$ cat src/verilog/seq_pkg.sv
// Shared constants for the dual PLL power-up sequencer
`default_nettype none
package seq_pkg;
    // Clock and internal oscillator rates
    localparam int CLK_HZ       = 25_000_000;
    localparam int OSC_HZ       = 10_000_000;
    localparam int OSC_PER_NS   = 1_000_000_000 / OSC_HZ;
    // Oscillator tick accumulator: STEP ticks per MOD clocks
    localparam logic [4:0] ACC_STEP = 5'(OSC_HZ / 1_000_000);
    localparam logic [4:0] ACC_MOD  = 5'(CLK_HZ / 1_000_000);

    // Step counters must hold 300 ms of oscillator cycles
    localparam int CNT_W        = 22;
    localparam int CAL_MAX_NS   = 300_000_000;
    localparam int CNT_MIN_W    = $clog2(CAL_MAX_NS / OSC_PER_NS + 1);
    // Default step durations loaded at power-on
    localparam int CAL_DEF_NS   = 300_000;
    localparam int VCO_DEF_NS   = 400_000;
    localparam logic [CNT_W-1:0] CAL_DEF_CYC = CNT_W'(CAL_DEF_NS / OSC_PER_NS);
    localparam logic [CNT_W-1:0] VCO_DEF_CYC = CNT_W'(VCO_DEF_NS / OSC_PER_NS);

    // Register byte offsets
    localparam logic [4:0] REG_CTRL     = 5'h00;
    localparam logic [4:0] REG_STATE    = 5'h04;
    localparam logic [4:0] REG_A_CAL    = 5'h08;
    localparam logic [4:0] REG_A_VCO    = 5'h0C;
    localparam logic [4:0] REG_B_CAL    = 5'h10;
    localparam logic [4:0] REG_B_VCO    = 5'h14;
    localparam logic [4:0] REG_INT_STAT = 5'h18;
    localparam logic [4:0] REG_INT_MASK = 5'h1C;

    // Control register fields
    localparam int CTRL_W       = 4;
    localparam int CTRL_XTAL    = 0;
    localparam int CTRL_INDEP   = 1;
    localparam int CTRL_STA_SEL = 2;
    localparam int CTRL_STB_SEL = 3;
    localparam logic [CTRL_W-1:0] CTRL_SEL_DEF = 4'h8;

    // Interrupt event bits
    localparam int INT_W        = 4;
    localparam int INT_A_LOCK   = 0;
    localparam int INT_B_LOCK   = 1;
    localparam int INT_PDN      = 2;
    localparam int INT_XTAL     = 3;
endpackage : seq_pkg
`default_nettype wire

$ cat src/verilog/pll_step_if.sv
// Control and status bundle between the sequencer and one PLL step unit
`timescale 1ns/1ps
`default_nettype none
interface pll_step_if #(parameter int CNT_W = seq_pkg::CNT_W);
    logic             clear;
    logic             start;
    logic             tick;
    logic [CNT_W-1:0] cal_count;
    logic [CNT_W-1:0] vco_count;
    logic             lock;
    logic             pfd_tick;
    logic             cal_active;
    logic             out_en;
    logic             lock_lost_flag;
    logic             done;
    logic             lock_ev;

    modport ctrl (output clear, start, tick, cal_count, vco_count, lock, pfd_tick,
                  input cal_active, out_en, lock_lost_flag, done, lock_ev);
    modport unit (input clear, start, tick, cal_count, vco_count, lock, pfd_tick,
                  output cal_active, out_en, lock_lost_flag, done, lock_ev);
endinterface : pll_step_if
`default_nettype wire

$ cat src/verilog/osc_tick_gen.sv
// Internal oscillator tick derived from the system clock
`timescale 1ns/1ps
`default_nettype none
module osc_tick_gen #(
    parameter logic [4:0] STEP = seq_pkg::ACC_STEP,
    parameter logic [4:0] MOD  = seq_pkg::ACC_MOD
) (
    input  wire logic clk_i,
    input  wire logic srst_i,
    output logic      tick_o
);
    logic [4:0] acc;
    logic [4:0] next_acc;
    logic [5:0] sum;
    logic       next_tick;

    if (STEP == 5'h00 || STEP >= MOD) begin : g_bad_ratio
        $error("osc_tick_gen: STEP must lie between 1 and MOD-1");
    end

    // Fractional accumulator gives STEP ticks every MOD clocks
    always_comb begin
        sum       = {1'b0, acc} + {1'b0, STEP};
        next_tick = (sum >= {1'b0, MOD});
        next_acc  = next_tick ? 5'(sum - {1'b0, MOD}) : sum[4:0];
    end

    // Registers
    always_ff @(posedge clk_i) begin
        if (srst_i) begin
            acc    <= 5'h00;
            tick_o <= 1'b0;
        end else begin
            acc    <= next_acc;
            tick_o <= next_tick;
        end
    end
endmodule : osc_tick_gen
`default_nettype wire

$ cat src/verilog/pll_step_unit.sv
// Calibration, VCO wait and lock steps of one PLL
`timescale 1ns/1ps
`default_nettype none
module pll_step_unit #(
    parameter int CNT_W = seq_pkg::CNT_W
) (
    input  wire logic clk_i,
    input  wire logic srst_i,
    pll_step_if.unit  step
);
    typedef enum logic [4:0] {
        U_IDLE = 5'b00001,
        U_CAL  = 5'b00010,
        U_VCO  = 5'b00100,
        U_LOCK = 5'b01000,
        U_DONE = 5'b10000
    } unit_state_e;

    unit_state_e      state;
    unit_state_e      next_state;
    logic [CNT_W-1:0] cnt;
    logic [CNT_W-1:0] next_cnt;
    logic             lock_lost_flag;
    logic             next_lol;

    // True on the last oscillator cycle of a step; a zero count acts as one
    function automatic logic cnt_last(input logic [CNT_W-1:0] c, input logic [CNT_W-1:0] lim);
        cnt_last = ({1'b0, c} + 1'b1) >= {1'b0, lim};
    endfunction : cnt_last

    // Step sequencing
    always_comb begin
        next_state = state;
        next_cnt   = cnt;
        next_lol   = lock_lost_flag;
        case (state)
            U_IDLE: begin
                if (step.start) begin
                    next_state = U_CAL;
                    next_cnt   = '0;
                end
            end
            U_CAL: begin
                if (step.tick) begin
                    if (cnt_last(cnt, step.cal_count)) begin
                        next_state = U_VCO;
                        next_cnt   = '0;
                    end else begin
                        next_cnt = cnt + 1'b1;
                    end
                end
            end
            U_VCO: begin
                if (step.tick) begin
                    if (cnt_last(cnt, step.vco_count)) begin
                        next_state = U_LOCK;
                        next_cnt   = '0;
                    end else begin
                        next_cnt = cnt + 1'b1;
                    end
                end
            end
            U_LOCK: begin
                if (step.lock && step.pfd_tick) begin
                    next_state = U_DONE;
                    next_lol   = 1'b0;
                end
            end
            U_DONE: next_lol = ~step.lock;
            default: next_state = U_IDLE;
        endcase
        if (step.clear) begin
            next_state = U_IDLE;
            next_cnt   = '0;
            next_lol   = 1'b1;
        end
    end

    // Registers
    always_ff @(posedge clk_i) begin
        if (srst_i) begin
            state <= U_IDLE;
            cnt   <= '0;
            lock_lost_flag   <= 1'b1;
        end else begin
            state <= next_state;
            cnt   <= next_cnt;
            lock_lost_flag   <= next_lol;
        end
    end

    // Status towards the sequencer; outputs run before full lock
    assign step.cal_active = (state == U_CAL);
    assign step.out_en     = (state == U_LOCK) || (state == U_DONE);
    assign step.lock_lost_flag        = lock_lost_flag;
    assign step.done       = (state == U_DONE);
    assign step.lock_ev    = (state == U_LOCK) && step.lock && step.pfd_tick && !step.clear;

    a_cal_to_vco: assert property (@(posedge clk_i) disable iff (srst_i)
        state == U_CAL && step.tick && cnt_last(cnt, step.cal_count) && !step.clear
        |=> state == U_VCO && cnt == '0)
        else $error("calibration did not end at its count");
    a_vco_to_out: assert property (@(posedge clk_i) disable iff (srst_i)
        state == U_VCO && step.tick && cnt_last(cnt, step.vco_count) && !step.clear
        |=> step.out_en && !step.done)
        else $error("outputs not enabled after VCO wait");
    a_no_out_early: assert property (@(posedge clk_i) disable iff (srst_i)
        (state == U_CAL || state == U_VCO) |-> !step.out_en && step.lock_lost_flag)
        else $error("outputs on before VCO wait ended");
    a_lol_drop: assert property (@(posedge clk_i) disable iff (srst_i)
        step.lock_ev |=> !step.lock_lost_flag && step.done)
        else $error("lock flag did not fall at lock");
    a_lol_held: assert property (@(posedge clk_i) disable iff (srst_i)
        step.clear |=> step.lock_lost_flag && !step.out_en ##1 step.lock_lost_flag)
        else $error("lock flag released too early");
endmodule : pll_step_unit
`default_nettype wire

$ cat src/verilog/dual_pll_powerup_sequencer.sv
// Power-up sequencer for a two-PLL clock generator with Avalon-MM registers
`timescale 1ns/1ps
`default_nettype none
// Functional notes
// Hold reset until supplies good, then count
// With crystal, wait for amplitude detector
// PLL A calibration counts oscillator ticks
// PLL A VCO wait counts oscillator ticks
// Software picks calibration count by bandwidth
// Software sets VCO wait near 400 us
// Enable outputs right after wait steps
// PLL A lock flag falls one PFD cycle
// PLL B has its own two counts
// PLL B lock flag falls one PFD cycle
// Mode 0: PLL B after PLL A locks
// Mode 1: PLL B after crystal step
// Power-down low disables the whole device; the design keeps irq_o, the status pins and register reads active
// Power-down release reloads registers from straps
// Management bus off while power-down low
// Host may float or drive power-down
// Prefer sequential locking with stored configuration
// Longer delays suit slow reference clocks
// Lock flags held until lock step done
module dual_pll_powerup_sequencer #(
    parameter int CNT_W = seq_pkg::CNT_W
) (
    input  wire logic        clk_i,
    input  wire logic        srst_i,
    input  wire logic        chip_power_down_n_i,
    input  wire logic        supply_ok_i,
    input  wire logic [1:0]  cfg_pins_i,
    input  wire logic        crystal_ok_i,
    input  wire logic        pll_a_lock_i,
    input  wire logic        pll_b_lock_i,
    input  wire logic        pfd_tick_a_i,
    input  wire logic        pfd_tick_b_i,
    output logic             out_en_a_o,
    output logic             out_en_b_o,
    output logic             status_pin_a_o,
    output logic             status_pin_b_o,
    output logic             mgmt_bus_en_o,
    output logic             irq_o,
    input  wire logic [4:0]  avs_address_i,
    input  wire logic        avs_read_i,
    input  wire logic        avs_write_i,
    input  wire logic [31:0] avs_writedata_i,
    input  wire logic [3:0]  avs_byteenable_i,
    output logic [31:0]      avs_readdata_o,
    output logic             avs_waitrequest_o
);
    typedef enum logic [3:0] {
        S_OFF  = 4'b0001,
        S_LOAD = 4'b0010,
        S_XTAL = 4'b0100,
        S_RUN  = 4'b1000
    } seq_state_e;

    // Refuse counter widths that cannot hold the longest step
    if (CNT_W < seq_pkg::CNT_MIN_W || CNT_W > 32) begin : g_bad_width
        $error("dual_pll_powerup_sequencer: CNT_W cannot hold the longest step");
    end

    seq_state_e                      state;
    seq_state_e                      next_state;
    logic                            run_indep;
    logic                            next_run_indep;

    logic                            bus_en;
    logic                            next_bus_en;

    logic [seq_pkg::CTRL_W-1:0]      ctrl;
    logic [seq_pkg::CTRL_W-1:0]      next_ctrl;

    logic [CNT_W-1:0]                a_cal;
    logic [CNT_W-1:0]                next_a_cal;
    logic [CNT_W-1:0]                a_vco;
    logic [CNT_W-1:0]                next_a_vco;
    logic [CNT_W-1:0]                b_cal;
    logic [CNT_W-1:0]                next_b_cal;
    logic [CNT_W-1:0]                b_vco;
    logic [CNT_W-1:0]                next_b_vco;

    logic                            ack;
    logic                            next_ack;
    logic [31:0]                     rdata;
    logic [31:0]                     next_rdata;

    logic [seq_pkg::INT_W-1:0]       int_stat;
    logic [seq_pkg::INT_W-1:0]       next_int_stat;
    logic [seq_pkg::INT_W-1:0]       int_mask;
    logic [seq_pkg::INT_W-1:0]       next_int_mask;

    logic [seq_pkg::INT_W-1:0]       events;
    logic                            osc_tick;
    logic                            powered;
    logic                            req;
    logic                            acc;
    logic                            wr_ok;

    pll_step_if #(.CNT_W(CNT_W)) step_a ();
    pll_step_if #(.CNT_W(CNT_W)) step_b ();

    // Merge a write into a register under the byte enables
    function automatic logic [31:0] byte_merge(input logic [31:0] old, input logic [31:0] wd,
                                               input logic [3:0] be);
        for (int i = 0; i < 4; i++) begin
            byte_merge[i*8 +: 8] = be[i] ? wd[i*8 +: 8] : old[i*8 +: 8];
        end
    endfunction : byte_merge

    // Shared internal oscillator
    osc_tick_gen u_osc (
        .clk_i  (clk_i),
        .srst_i (srst_i),
        .tick_o (osc_tick)
    );

    // One step unit per PLL
    pll_step_unit #(.CNT_W(CNT_W)) u_pll_a (
        .clk_i  (clk_i),
        .srst_i (srst_i),
        .step   (step_a)
    );

    pll_step_unit #(.CNT_W(CNT_W)) u_pll_b (
        .clk_i  (clk_i),
        .srst_i (srst_i),
        .step   (step_b)
    );

    // Power-on reset holds while the pin is low or the supplies are short
    assign powered = chip_power_down_n_i && supply_ok_i;

    // Top-level sequence
    always_comb begin
        next_state     = state;
        next_run_indep = run_indep;
        next_bus_en    = chip_power_down_n_i;
        case (state)
            S_OFF:  next_state = S_LOAD;
            S_LOAD: next_state = S_XTAL;
            S_XTAL: begin
                if (!ctrl[seq_pkg::CTRL_XTAL] || crystal_ok_i) begin
                    next_state     = S_RUN;
                    next_run_indep = ctrl[seq_pkg::CTRL_INDEP];
                end
            end
            S_RUN:  next_state = S_RUN;
            default: next_state = S_OFF;
        endcase
        // Losing the pin or a supply restarts from OFF
        if (!powered) begin
            next_state = S_OFF;
        end
    end

    // Sequence state flops
    always_ff @(posedge clk_i) begin
        if (srst_i) begin
            state     <= S_OFF;
            run_indep <= 1'b0;
            bus_en    <= 1'b0;
        end else begin
            state     <= next_state;
            run_indep <= next_run_indep;
            bus_en    <= next_bus_en;
        end
    end

    // Drive both PLL units; mode bit picks serial or parallel start
    always_comb begin
        step_a.clear     = (state != S_RUN);
        step_b.clear     = (state != S_RUN);
        step_a.start     = (state == S_RUN);
        step_b.start     = (state == S_RUN) && (run_indep || step_a.done);

        // Shared tick, per-PLL counts and loop inputs
        step_a.tick      = osc_tick;
        step_b.tick      = osc_tick;
        step_a.cal_count = a_cal;
        step_a.vco_count = a_vco;
        step_b.cal_count = b_cal;
        step_b.vco_count = b_vco;
        step_a.lock      = pll_a_lock_i;
        step_b.lock      = pll_b_lock_i;
        step_a.pfd_tick  = pfd_tick_a_i;
        step_b.pfd_tick  = pfd_tick_b_i;
    end

    // Pin outputs; each status pin shows the lock flag it is routed to
    assign out_en_a_o     = step_a.out_en;
    assign out_en_b_o     = step_b.out_en;
    assign status_pin_a_o = ctrl[seq_pkg::CTRL_STA_SEL] ? step_b.lock_lost_flag : step_a.lock_lost_flag;
    assign status_pin_b_o = ctrl[seq_pkg::CTRL_STB_SEL] ? step_b.lock_lost_flag : step_a.lock_lost_flag;
    assign mgmt_bus_en_o  = bus_en;

    // Avalon handshake: one wait cycle, answer on the second edge
    assign req               = avs_read_i || avs_write_i;
    assign acc               = req && ack;
    assign avs_waitrequest_o = req && !ack;
    assign avs_readdata_o    = rdata;
    assign wr_ok             = acc && avs_write_i && bus_en && (state == S_XTAL || state == S_RUN);

    // Events for the interrupt status
    always_comb begin
        events                      = '0;
        events[seq_pkg::INT_A_LOCK] = step_a.lock_ev;
        events[seq_pkg::INT_B_LOCK] = step_b.lock_ev;
        events[seq_pkg::INT_PDN]    = (state != S_OFF) && (next_state == S_OFF);
        events[seq_pkg::INT_XTAL]   = (state == S_XTAL) && (next_state == S_RUN);
    end

    // Bus, configuration and interrupt registers
    always_comb begin
        next_ack      = req && !ack;
        next_rdata    = rdata;
        next_ctrl     = ctrl;
        next_a_cal    = a_cal;
        next_a_vco    = a_vco;
        next_b_cal    = b_cal;
        next_b_vco    = b_vco;
        next_int_mask = int_mask;
        next_int_stat = int_stat | events;

        // Read data captured on the wait cycle, held through the answer
        if (avs_read_i && !ack) begin
            case (avs_address_i)
                seq_pkg::REG_CTRL:     next_rdata = 32'(ctrl);
                seq_pkg::REG_STATE:    next_rdata = 32'({step_b.lock_lost_flag, step_a.lock_lost_flag, step_b.out_en, step_a.out_en,
                                                         step_b.done, step_a.done, state});
                seq_pkg::REG_A_CAL:    next_rdata = 32'(a_cal);
                seq_pkg::REG_A_VCO:    next_rdata = 32'(a_vco);
                seq_pkg::REG_B_CAL:    next_rdata = 32'(b_cal);
                seq_pkg::REG_B_VCO:    next_rdata = 32'(b_vco);
                seq_pkg::REG_INT_STAT: next_rdata = 32'(int_stat);
                seq_pkg::REG_INT_MASK: next_rdata = 32'(int_mask);
                default:               next_rdata = 32'h0000_0000;
            endcase
        end

        // Clear only the bits that were returned; a new event still wins
        if (acc && avs_read_i && avs_address_i == seq_pkg::REG_INT_STAT) begin
            next_int_stat = (int_stat & ~rdata[seq_pkg::INT_W-1:0]) | events;
        end

        // The mask stays writable in every state
        if (acc && avs_write_i && avs_address_i == seq_pkg::REG_INT_MASK) begin
            next_int_mask = seq_pkg::INT_W'(byte_merge(32'(int_mask), avs_writedata_i, avs_byteenable_i));
        end

        // Configuration writes land only once loaded and powered
        if (wr_ok) begin
            case (avs_address_i)
                seq_pkg::REG_CTRL:  next_ctrl  = seq_pkg::CTRL_W'(byte_merge(32'(ctrl), avs_writedata_i,
                                                                            avs_byteenable_i));
                seq_pkg::REG_A_CAL: next_a_cal = CNT_W'(byte_merge(32'(a_cal), avs_writedata_i, avs_byteenable_i));
                seq_pkg::REG_A_VCO: next_a_vco = CNT_W'(byte_merge(32'(a_vco), avs_writedata_i, avs_byteenable_i));
                seq_pkg::REG_B_CAL: next_b_cal = CNT_W'(byte_merge(32'(b_cal), avs_writedata_i, avs_byteenable_i));
                seq_pkg::REG_B_VCO: next_b_vco = CNT_W'(byte_merge(32'(b_vco), avs_writedata_i, avs_byteenable_i));
                default: ;
            endcase
        end

        // Power-on load: straps pick crystal use and PLL B start mode
        if (state == S_LOAD) begin
            next_ctrl                     = seq_pkg::CTRL_SEL_DEF;
            next_ctrl[seq_pkg::CTRL_XTAL] = cfg_pins_i[0];
            next_ctrl[seq_pkg::CTRL_INDEP] = cfg_pins_i[1];
            next_a_cal                    = seq_pkg::CAL_DEF_CYC;
            next_a_vco                    = seq_pkg::VCO_DEF_CYC;
            next_b_cal                    = seq_pkg::CAL_DEF_CYC;
            next_b_vco                    = seq_pkg::VCO_DEF_CYC;
        end
    end

    // Bus, configuration and interrupt flops
    always_ff @(posedge clk_i) begin
        if (srst_i) begin
            ack      <= 1'b0;
            rdata    <= 32'h0000_0000;
            ctrl     <= seq_pkg::CTRL_SEL_DEF;
            a_cal    <= seq_pkg::CAL_DEF_CYC;
            a_vco    <= seq_pkg::VCO_DEF_CYC;
            b_cal    <= seq_pkg::CAL_DEF_CYC;
            b_vco    <= seq_pkg::VCO_DEF_CYC;
            int_stat <= '0;
            int_mask <= '0;
        end else begin
            ack      <= next_ack;
            rdata    <= next_rdata;
            ctrl     <= next_ctrl;
            a_cal    <= next_a_cal;
            a_vco    <= next_a_vco;
            b_cal    <= next_b_cal;
            b_vco    <= next_b_vco;
            int_stat <= next_int_stat;
            int_mask <= next_int_mask;
        end
    end

    // Level interrupt while any unmasked status bit is set
    assign irq_o = |(int_stat & int_mask);

    // Sequencer checks
    a_off_on_pdn: assert property (@(posedge clk_i) disable iff (srst_i)
        !chip_power_down_n_i |=> state == S_OFF ##1 !out_en_a_o && !out_en_b_o)
        else $error("device still active while powered down");

    // Units are cleared one edge after the sequencer drops to OFF
    a_supply_hold: assert property (@(posedge clk_i) disable iff (srst_i)
        !supply_ok_i |=> state == S_OFF ##1 !step_a.cal_active && !step_b.cal_active)
        else $error("sequence ran without good supplies");

    a_bus_off_pdn: assert property (@(posedge clk_i) disable iff (srst_i)
        !chip_power_down_n_i |=> !mgmt_bus_en_o)
        else $error("management bus enabled while powered down");

    a_xtal_wait: assert property (@(posedge clk_i) disable iff (srst_i)
        state == S_XTAL && ctrl[seq_pkg::CTRL_XTAL] && !crystal_ok_i && powered
        |=> state == S_XTAL && !step_a.cal_active)
        else $error("lock sequence ran before crystal swing");

    a_load_straps: assert property (@(posedge clk_i) disable iff (srst_i)
        state == S_LOAD |=> ctrl[seq_pkg::CTRL_XTAL] == $past(cfg_pins_i[0])
                            && ctrl[seq_pkg::CTRL_INDEP] == $past(cfg_pins_i[1]) && a_cal == seq_pkg::CAL_DEF_CYC)
        else $error("power-on load did not follow straps");

    a_b_serial: assert property (@(posedge clk_i) disable iff (srst_i)
        state == S_RUN && !run_indep && !step_a.done |=> !step_b.cal_active && !step_b.out_en)
        else $error("PLL B started before PLL A locked");

    a_b_parallel: assert property (@(posedge clk_i) disable iff (srst_i)
        state == S_XTAL && next_state == S_RUN && ctrl[seq_pkg::CTRL_INDEP] ##1 state == S_RUN
        |=> step_b.cal_active)
        else $error("PLL B did not start with PLL A");

    a_rd_clear: assert property (@(posedge clk_i) disable iff (srst_i)
        acc && avs_read_i && avs_address_i == seq_pkg::REG_INT_STAT && events == '0
        |=> (int_stat & rdata[seq_pkg::INT_W-1:0]) == '0)
        else $error("status read did not clear returned bits");

    // Status bits stay set until a status read returns them
    a_stat_sticky: assert property (@(posedge clk_i) disable iff (srst_i)
        !(acc && avs_read_i && avs_address_i == seq_pkg::REG_INT_STAT)
        |=> (int_stat & $past(int_stat)) == $past(int_stat))
        else $error("status bit lost without a read");
endmodule : dual_pll_powerup_sequencer
`default_nettype wire

$ cat config.mk
export PLATFORM = sky130hd
export DESIGN_NAME = dual_pll_powerup_sequencer
export DESIGN_NICKNAME = d
export VERILOG_FILES = /design/src/verilog/seq_pkg.sv /design/src/verilog/pll_step_if.sv /design/src/verilog/osc_tick_gen.sv /design/src/verilog/pll_step_unit.sv /design/src/verilog/dual_pll_powerup_sequencer.sv
export SDC_FILE = /design/constraint.sdc
export NUM_CORES = 1
export LEC_CHECK = 0
export BUFFER_PORTS_ARGS = -buffer_cell sky130_fd_sc_hd__buf_2
export CORE_ASPECT_RATIO = 1.75
export CORE_MARGIN = 2
export CORE_UTILIZATION = 45
export CTS_CLUSTER_DIAMETER = 80
export DETAILED_ROUTE_END_ITERATION = 8
export PLACE_DENSITY = 0.62
export SYNTH_ARGS = -nofsm -noshare
export SYNTH_HDL_FRONTEND = slang
export SYNTH_HIERARCHICAL = 1
export SYNTH_SLANG_ARGS = --single-unit
export TNS_END_PERCENT = 30
$ cat constraint.sdc
create_clock -name clk_i -period 4 [get_ports clk_i]
set_input_delay 0.4 -clock clk_i [delete_from_list [all_inputs] [get_ports clk_i]]
set_output_delay 0.4 -clock clk_i [all_outputs]
set_load 0.005 [all_outputs]
Word level (Yosys, flattened, before mapping)

Index checks and enable logic that the tools add are counted.

Register bits: 201
Bits in latches: 0
Bits in writable memories: 0
Memory bits (read-only): 0
Input bits: 54
Output and inout port bits: 39
Memories kept: 0

Add/subtract/negate cells: 6
$mul: 0
Divide/modulo/power cells: 0
Order comparisons: 5
Equality and inequality tests: 37
Shift operators: 0
Muxes and demuxes: 42
Bitwise gates (word level): 9
Reduce and logical (&&, ||, !) cells: 63

Operators by type and width:

| cell                                                                    | count |
|---|---|
| 22-bit 2-to-1 mux                                                       | 10 |
| 22-bit case mux with 8 select lines                                     | 1 |
| 22-bit case mux with 3 select lines                                     | 2 |
| 23-bit by 22-bit greater-or-equal comparator with 1-bit output          | 4 |
| 5-bit 2-to-1 mux                                                        | 13 |
| 5-bit case mux with 5 select lines                                      | 2 |
| 22-bit by 1-bit adder with 23-bit output, second input constant         | 2 |
| 22-bit by 1-bit adder with 22-bit output, second input constant         | 2 |
| 3-bit AND reduction                                                     | 14 |
| 5-bit == test, second input constant                                    | 6 |
| 1-bit logical AND                                                       | 21 |
| 5-bit by 4-bit == test with 1-bit output, second input constant         | 4 |
| 2-bit by 1-bit inequality test with 1-bit output, second input constant | 8 |
| 4-bit case mux with 4 select lines                                      | 1 |
| 5-bit by 3-bit == test with 1-bit output, second input constant         | 3 |
| 7-bit AND reduction                                                     | 2 |
| 4-bit 2-to-1 mux                                                        | 3 |
| 5-bit by 1-bit == test with 1-bit output, second input constant         | 2 |
| 5-bit by 2-bit == test with 1-bit output, second input constant         | 2 |
| 2-bit nonzero test                                                      | 5 |
| 4-bit AND                                                               | 2 |
| 4-bit by 1-bit == test with 1-bit output, second input constant         | 2 |
| 4-bit == test, second input constant                                    | 2 |
| 2-bit 2-to-1 mux                                                        | 4 |
| other kinds (21)                                                        | 45 |

Depth between registers and ports, before layout

Word-level depth: 9
Mapped depth: 16
Gate-level depth less buffers: 15

By module

The synthesis kept the hierarchy.

By module, submodules not included:

| module                     | times used | cells an instance | area an instance (sq um) | sequential area each (sq um) |
|---|---|---|---|---|
| dual_pll_powerup_sequencer | 1          | 615               | 5,746.8                  | 2,582.5 |
| pll_step_unit (u_pll_b)    | 1          | 351               | 2,693.8                  | 560.5 |
| pll_step_unit (u_pll_a)    | 1          | 340               | 2,677.6                  | 560.5 |
| osc_tick_gen               | 1          | 66                | 510.5                    | 120.1 |

Worst setup path after synthesis

OpenSTA, ideal clock, no wires.

Path type: reg-to-reg
Start point: reg u_pll_a.cnt[2]
End point: reg u_pll_a.state[1]
Setup time: 72 ps
Data arrival time: 3,363 ps
Required time: 3,928 ps
Setup slack: 566 ps
Stages on the path, launching flop included: 16
Buffers on the path: 0
Clock period less this slack: 3,434 ps
Path through: dfxtp_1 > and4_1 > and3_1 > nand2b_1 > nor2_1 > nand3_1 > and2_1 > or2_1 > ha_1 > nand3_1 > or3_1 > nor3_1 > a2111oi_2 > a31o_4 > a21oi_2 > mux2i_1

Word-level cells in the longest chain between the ends: 4

RTL lines:

| element                                                           | line                | text |
|---|---|---|
| from (decl)                                                       | pll_step_unit.sv:21 | `logic [CNT_W-1:0] cnt;` |
| from (signal assigned)                                            | pll_step_unit.sv:87 | `cnt <= next_cnt;` |
| 22-bit by 1-bit adder with 23-bit output *                        | pll_step_unit.sv:28 | `cnt_last = ({1'b0, c} + 1'b1) >= {1'b0, lim};` |
| 23-bit by 22-bit greater-or-equal comparator with 1-bit output    | pll_step_unit.sv:28 |  |
| 2-bit by 1-bit inequality test with 1-bit output (no source line) | -                   |  |
| 7-bit AND reduction (no source line) *                            | -                   |  |
| to (signal assigned)                                              | pll_step_unit.sv:86 | `state <= next_state;` |
| to (decl)                                                         | pll_step_unit.sv:19 | `unit_state_e state;` |

Every way passes the cells marked *; elsewhere a longest branch is shown, timed or not.
A chain may end at the register's enable or synchronous reset.

Worst setup path in the final report

Start point: reg u_pll_a.cnt[4]
End point: reg u_pll_a.cnt[20]

Word-level cells in the longest chain between the ends: 5

RTL lines:

| element                                                        | line                                     | text |
|---|---|---|
| 22-bit by 1-bit adder with 23-bit output                       | pll_step_unit.sv:28                      |  |
| 23-bit by 22-bit greater-or-equal comparator with 1-bit output | pll_step_unit.sv:28                      |  |
| 22-bit 2-to-1 mux (on tied branches)                           | pll_step_unit.sv:55, pll_step_unit.sv:45 |  |
| 22-bit 2-to-1 mux (on tied branches)                           | pll_step_unit.sv:54, pll_step_unit.sv:44 |  |
| 22-bit case mux with 3 select lines *                          | pll_step_unit.sv:36                      | `case (state)` |

Every way passes the cells marked *; elsewhere a longest branch is shown, timed or not. The select of a mux whose other input is x is not followed.

==> flow_summary.json <==
{
  "status": "complete, no violations",
  "r2r_end": "u_pll_a/cnt[20]",
  "seq_area_frac_synth_pct": 32.9,
  "gp_congestion": 0.912,
  "nNetsFinal": 1576,
  "finalHoldViolCount": 0,
  "ys_warn_count": 6,
  "cp-start-kind": "register",
  "hold_class": "in2reg",
  "regToRegStartpoint": "u_pll_a/cnt[4]",
  "antenna_found_initial": 0,
  "insertion_delay_ps": 450,
  "slew_viol_final": 0,
  "worst_setup_path_end_kind": "register",
  "area_delta_synth_final_pct": 10.1,
  "hpwl_um": 24000,
  "crit_start": "u_pll_a/cnt[4]",
  "ys_top_cells_by_area": "dfxtp_1 33%, ha_1 10%, mux2i_1 9.9%",
  "crit_fanout": 15,
  "worst_r2r_path_depth": 16,
  "synth_ff_type": "dfxtp_1",
  "drt_wl_total_um": 30700,
  "synth_most_common_cell": "nand2_1",
  "cp.required_ps": 4310,
  "synth.largest_area_cell": "dfxtp_1",
  "cp-endpoint": "u_pll_a/cnt[20]",
  "vias": 9778,
  "fmax_ghz": 0.267,
  "wl_per_cell_um": 17.5,
  "relSlewSlack_pct": 36.3,
  "htreeDepth": 4,
  "cts_num_sinks": 191,
  "start_util_pct": 45.9,
  "preCtsSetupSlack_ps": 157,
  "powerDensity_mw_per_mm2": 314,
  "final_antenna_net_count": 0,
  "arrival_ps": 4060,
  "yosys.area.top_type_share_pct": 32.9,
  "register_area_mm2": 0.00382,
  "n_fill_cell": 2463,
  "port_buffers": 71,
  "fin_tns_setup_ps": 0,
  "rsz0062_at_grt": "false",
  "first_pass_iters": 5,
  "multi_input_area_mm2": 0.00703,
  "peakVddDrop_mv": 0.301,
  "clkTransAtPathRegs_ps": 70,
  "synth_enable_flop_cells": 0,
  "synth_common_cells": "197 x nand2_1, 191 x dfxtp_1, 117 x inv_1",
  "via_per_inst": 5.57,
  "crit_type": "reg2reg",
  "gr-usage-all-layers_pct": 22.8,
  "p_total_mw": 4.02,
  "ioPinCount": 93,
  "clock_skew_ps": 9.00,
  "grt_pass1_wl_um": 50200,
  "row_count": 77,
  "cts_max_path_buffers": 2,
  "cts_tree": "built",
  "min_period_over_period_pct": 93.7,
  "cts_buffers": 17,
  "first_global_vias": 9768,
  "worst_pin_slew_ps": 956,
  "setup_viol": 0,
  "grt_max_degree": 81,
  "grt_overflow": 0,
  "drc": 0,
  "die_area_mm2": 0.0272,
  "p_leak_nw": 5.86,
  "netlist_instances": 1372,
  "diodes": 0,
  "drt_iter0_drc": 566,
  "finalCriticalPeriod_ps": 3750,
  "ys_seq_elements": 191,
  "core-area_mm2": 0.0253,
  "syn_avg_cell_area_um2": 8.48,
  "die_x_um": 126,
  "setup_slack_ps": 252,
  "root_buffer": "clkbuf_16",
  "synthDistinctLibCells": 92,
  "r2r_setup_slack_ps": 250,
  "drive_gt1_share_pct": 14.4,
  "maxCapViolCount": 0,
  "netlist_area_mm2": 0.0116,
  "fp.dieH_um": 217,
  "synth-async-reset-ratio_pct": 0
}
==> worst min-delay path by stage <==
stage	startpoint	cells past startpoint	slack (ps)	to
global route	chip_power_down_n_i	2	200	mgmt_bus_en_o
global placement	avs_readdata_o[17]	2	450	avs_readdata_o[17]
floorplan	a_vco[4]	2	450	a_vco[4]
CTS	chip_power_down_n_i	2	160	mgmt_bus_en_o
detailed placement	avs_readdata_o[18]	2	460	avs_readdata_o[18]
finish	chip_power_down_n_i	2	180	mgmt_bus_en_o
==> what timing repair did <==
| item | 4_1_cts | 5_1_grt |
|---|---|---|
| setup endpoints to repair | 0 | 12 |
| hold buffers | 0 | 0 |
| setup buffers | 0 | 0 |
| gates resized for setup | 0 | 4 |
==> per-layer routing <==
metal | track usage (%) | share of wire [%]
met2 | 41.3 | 52
met1 | 26.0 | 41
met5 | 0 | 0
met4 | 10.6 | 4.2
met3 | 3.58 | 3.0
==> worst max-delay path, cell delays in order, from the launching register on <==
cell       delay [ps]
dfxtp_1           390
and4_1            270
and3_2            240
nand2b_1          130
nor2_2            170
nand3_1           110
and2_1            180
or2_1             250
ha_1              300
nand3_1            90
or3_1             410
nor3_2            210
a2111oi_2          90
a31o_4            310
buf_4             190
a32oi_1           210
nor2_1             60
==> state kept, by name, indices dropped and copies added, names as in the netlist <==
register / count
int_stat: 4
ctrl: 4
a_vco: 22
u_pll_b/step.lock_lost_flag: 1
a_cal: 22
u_osc/tick_o: 1
u_pll_b/cnt: 22
ack: 1
int_mask: 4
state: 4
run_indep: 1
u_pll_b/state: 5
u_pll_a/state: 5
avs_readdata_o: 22
u_osc/acc: 5
u_pll_a/cnt: 22
u_pll_a/step.lock_lost_flag: 1
b_cal: 22
mgmt_bus_en_o: 1
b_vco: 22
==> layout by cell type (no fill, tap or decap), types with 9 or more instances in the layout <==
master,netlist,routed
nor3_1,24,22
buf_2,18,71
nor2b_1,13,12
a22o_1,12,12
a21oi_1,53,53
conb_1,1,10
nand2b_1,9,9
ha_1,94,94
nor2_1,101,100
xor2_1,17,17
a32oi_1,27,27
xnor2_1,23,23
mux2i_1,115,115
o22ai_1,9,9
o21ai_2,21,21
dfxtp_1,191,191
and3_1,13,12
inv_1,117,117
a22oi_1,18,18
nand3_1,36,36
nand2_1,197,197
clkbuf_16,0,17
a211oi_1,11,11
buf_4,11,26
a21o_1,10,10
o21ai_0,31,31
nand4_1,22,22
==> where the power goes <==
group,internal [mW],leakage (nW),switching (mW)
clock network,0.869,0.259,0.755
logic,0.158,4.06,0.248
registers,1.93,1.54,0.0591
==> layout make-up <==
type                       instances  share of cell area, %
clock inverter                    10                  0.704
clock buffer                      21                   3.52
timing repair buffer              98                   4.46
inverter                         118                   3.46
tap                              316                   3.09
sequential                       191                   29.9
multi-input combinational       1002                   54.9
==> stage by stage <==
step,hold WS (ps),util (%),std cells,area (um^2)
after floorplan,447,-,1381,11700
after global placement,453,48.3,1725,12200
after detailed placement,460,48.3,1725,12200
after CTS,163,50.5,1756,12800
after global routing,202,50.5,1756,12800
final,184,50.5,1756,12800
==> cells by family after synthesis <==
group | after synthesis | synth area share (%)
multiplexers | 117 | 10.1
other | 1 | 0.0322
flip-flops | 191 | 32.9
XOR/XNOR | 42 | 3.29
adder cells (fa/ha/maj) | 94 | 10.1
buffers and inverters | 188 | 7.20
AND/OR/NAND/NOR | 481 | 20.3
AO/OA/AOI/OAI | 258 | 16.0
Note: power is estimated with default switching activity, not from simulation.
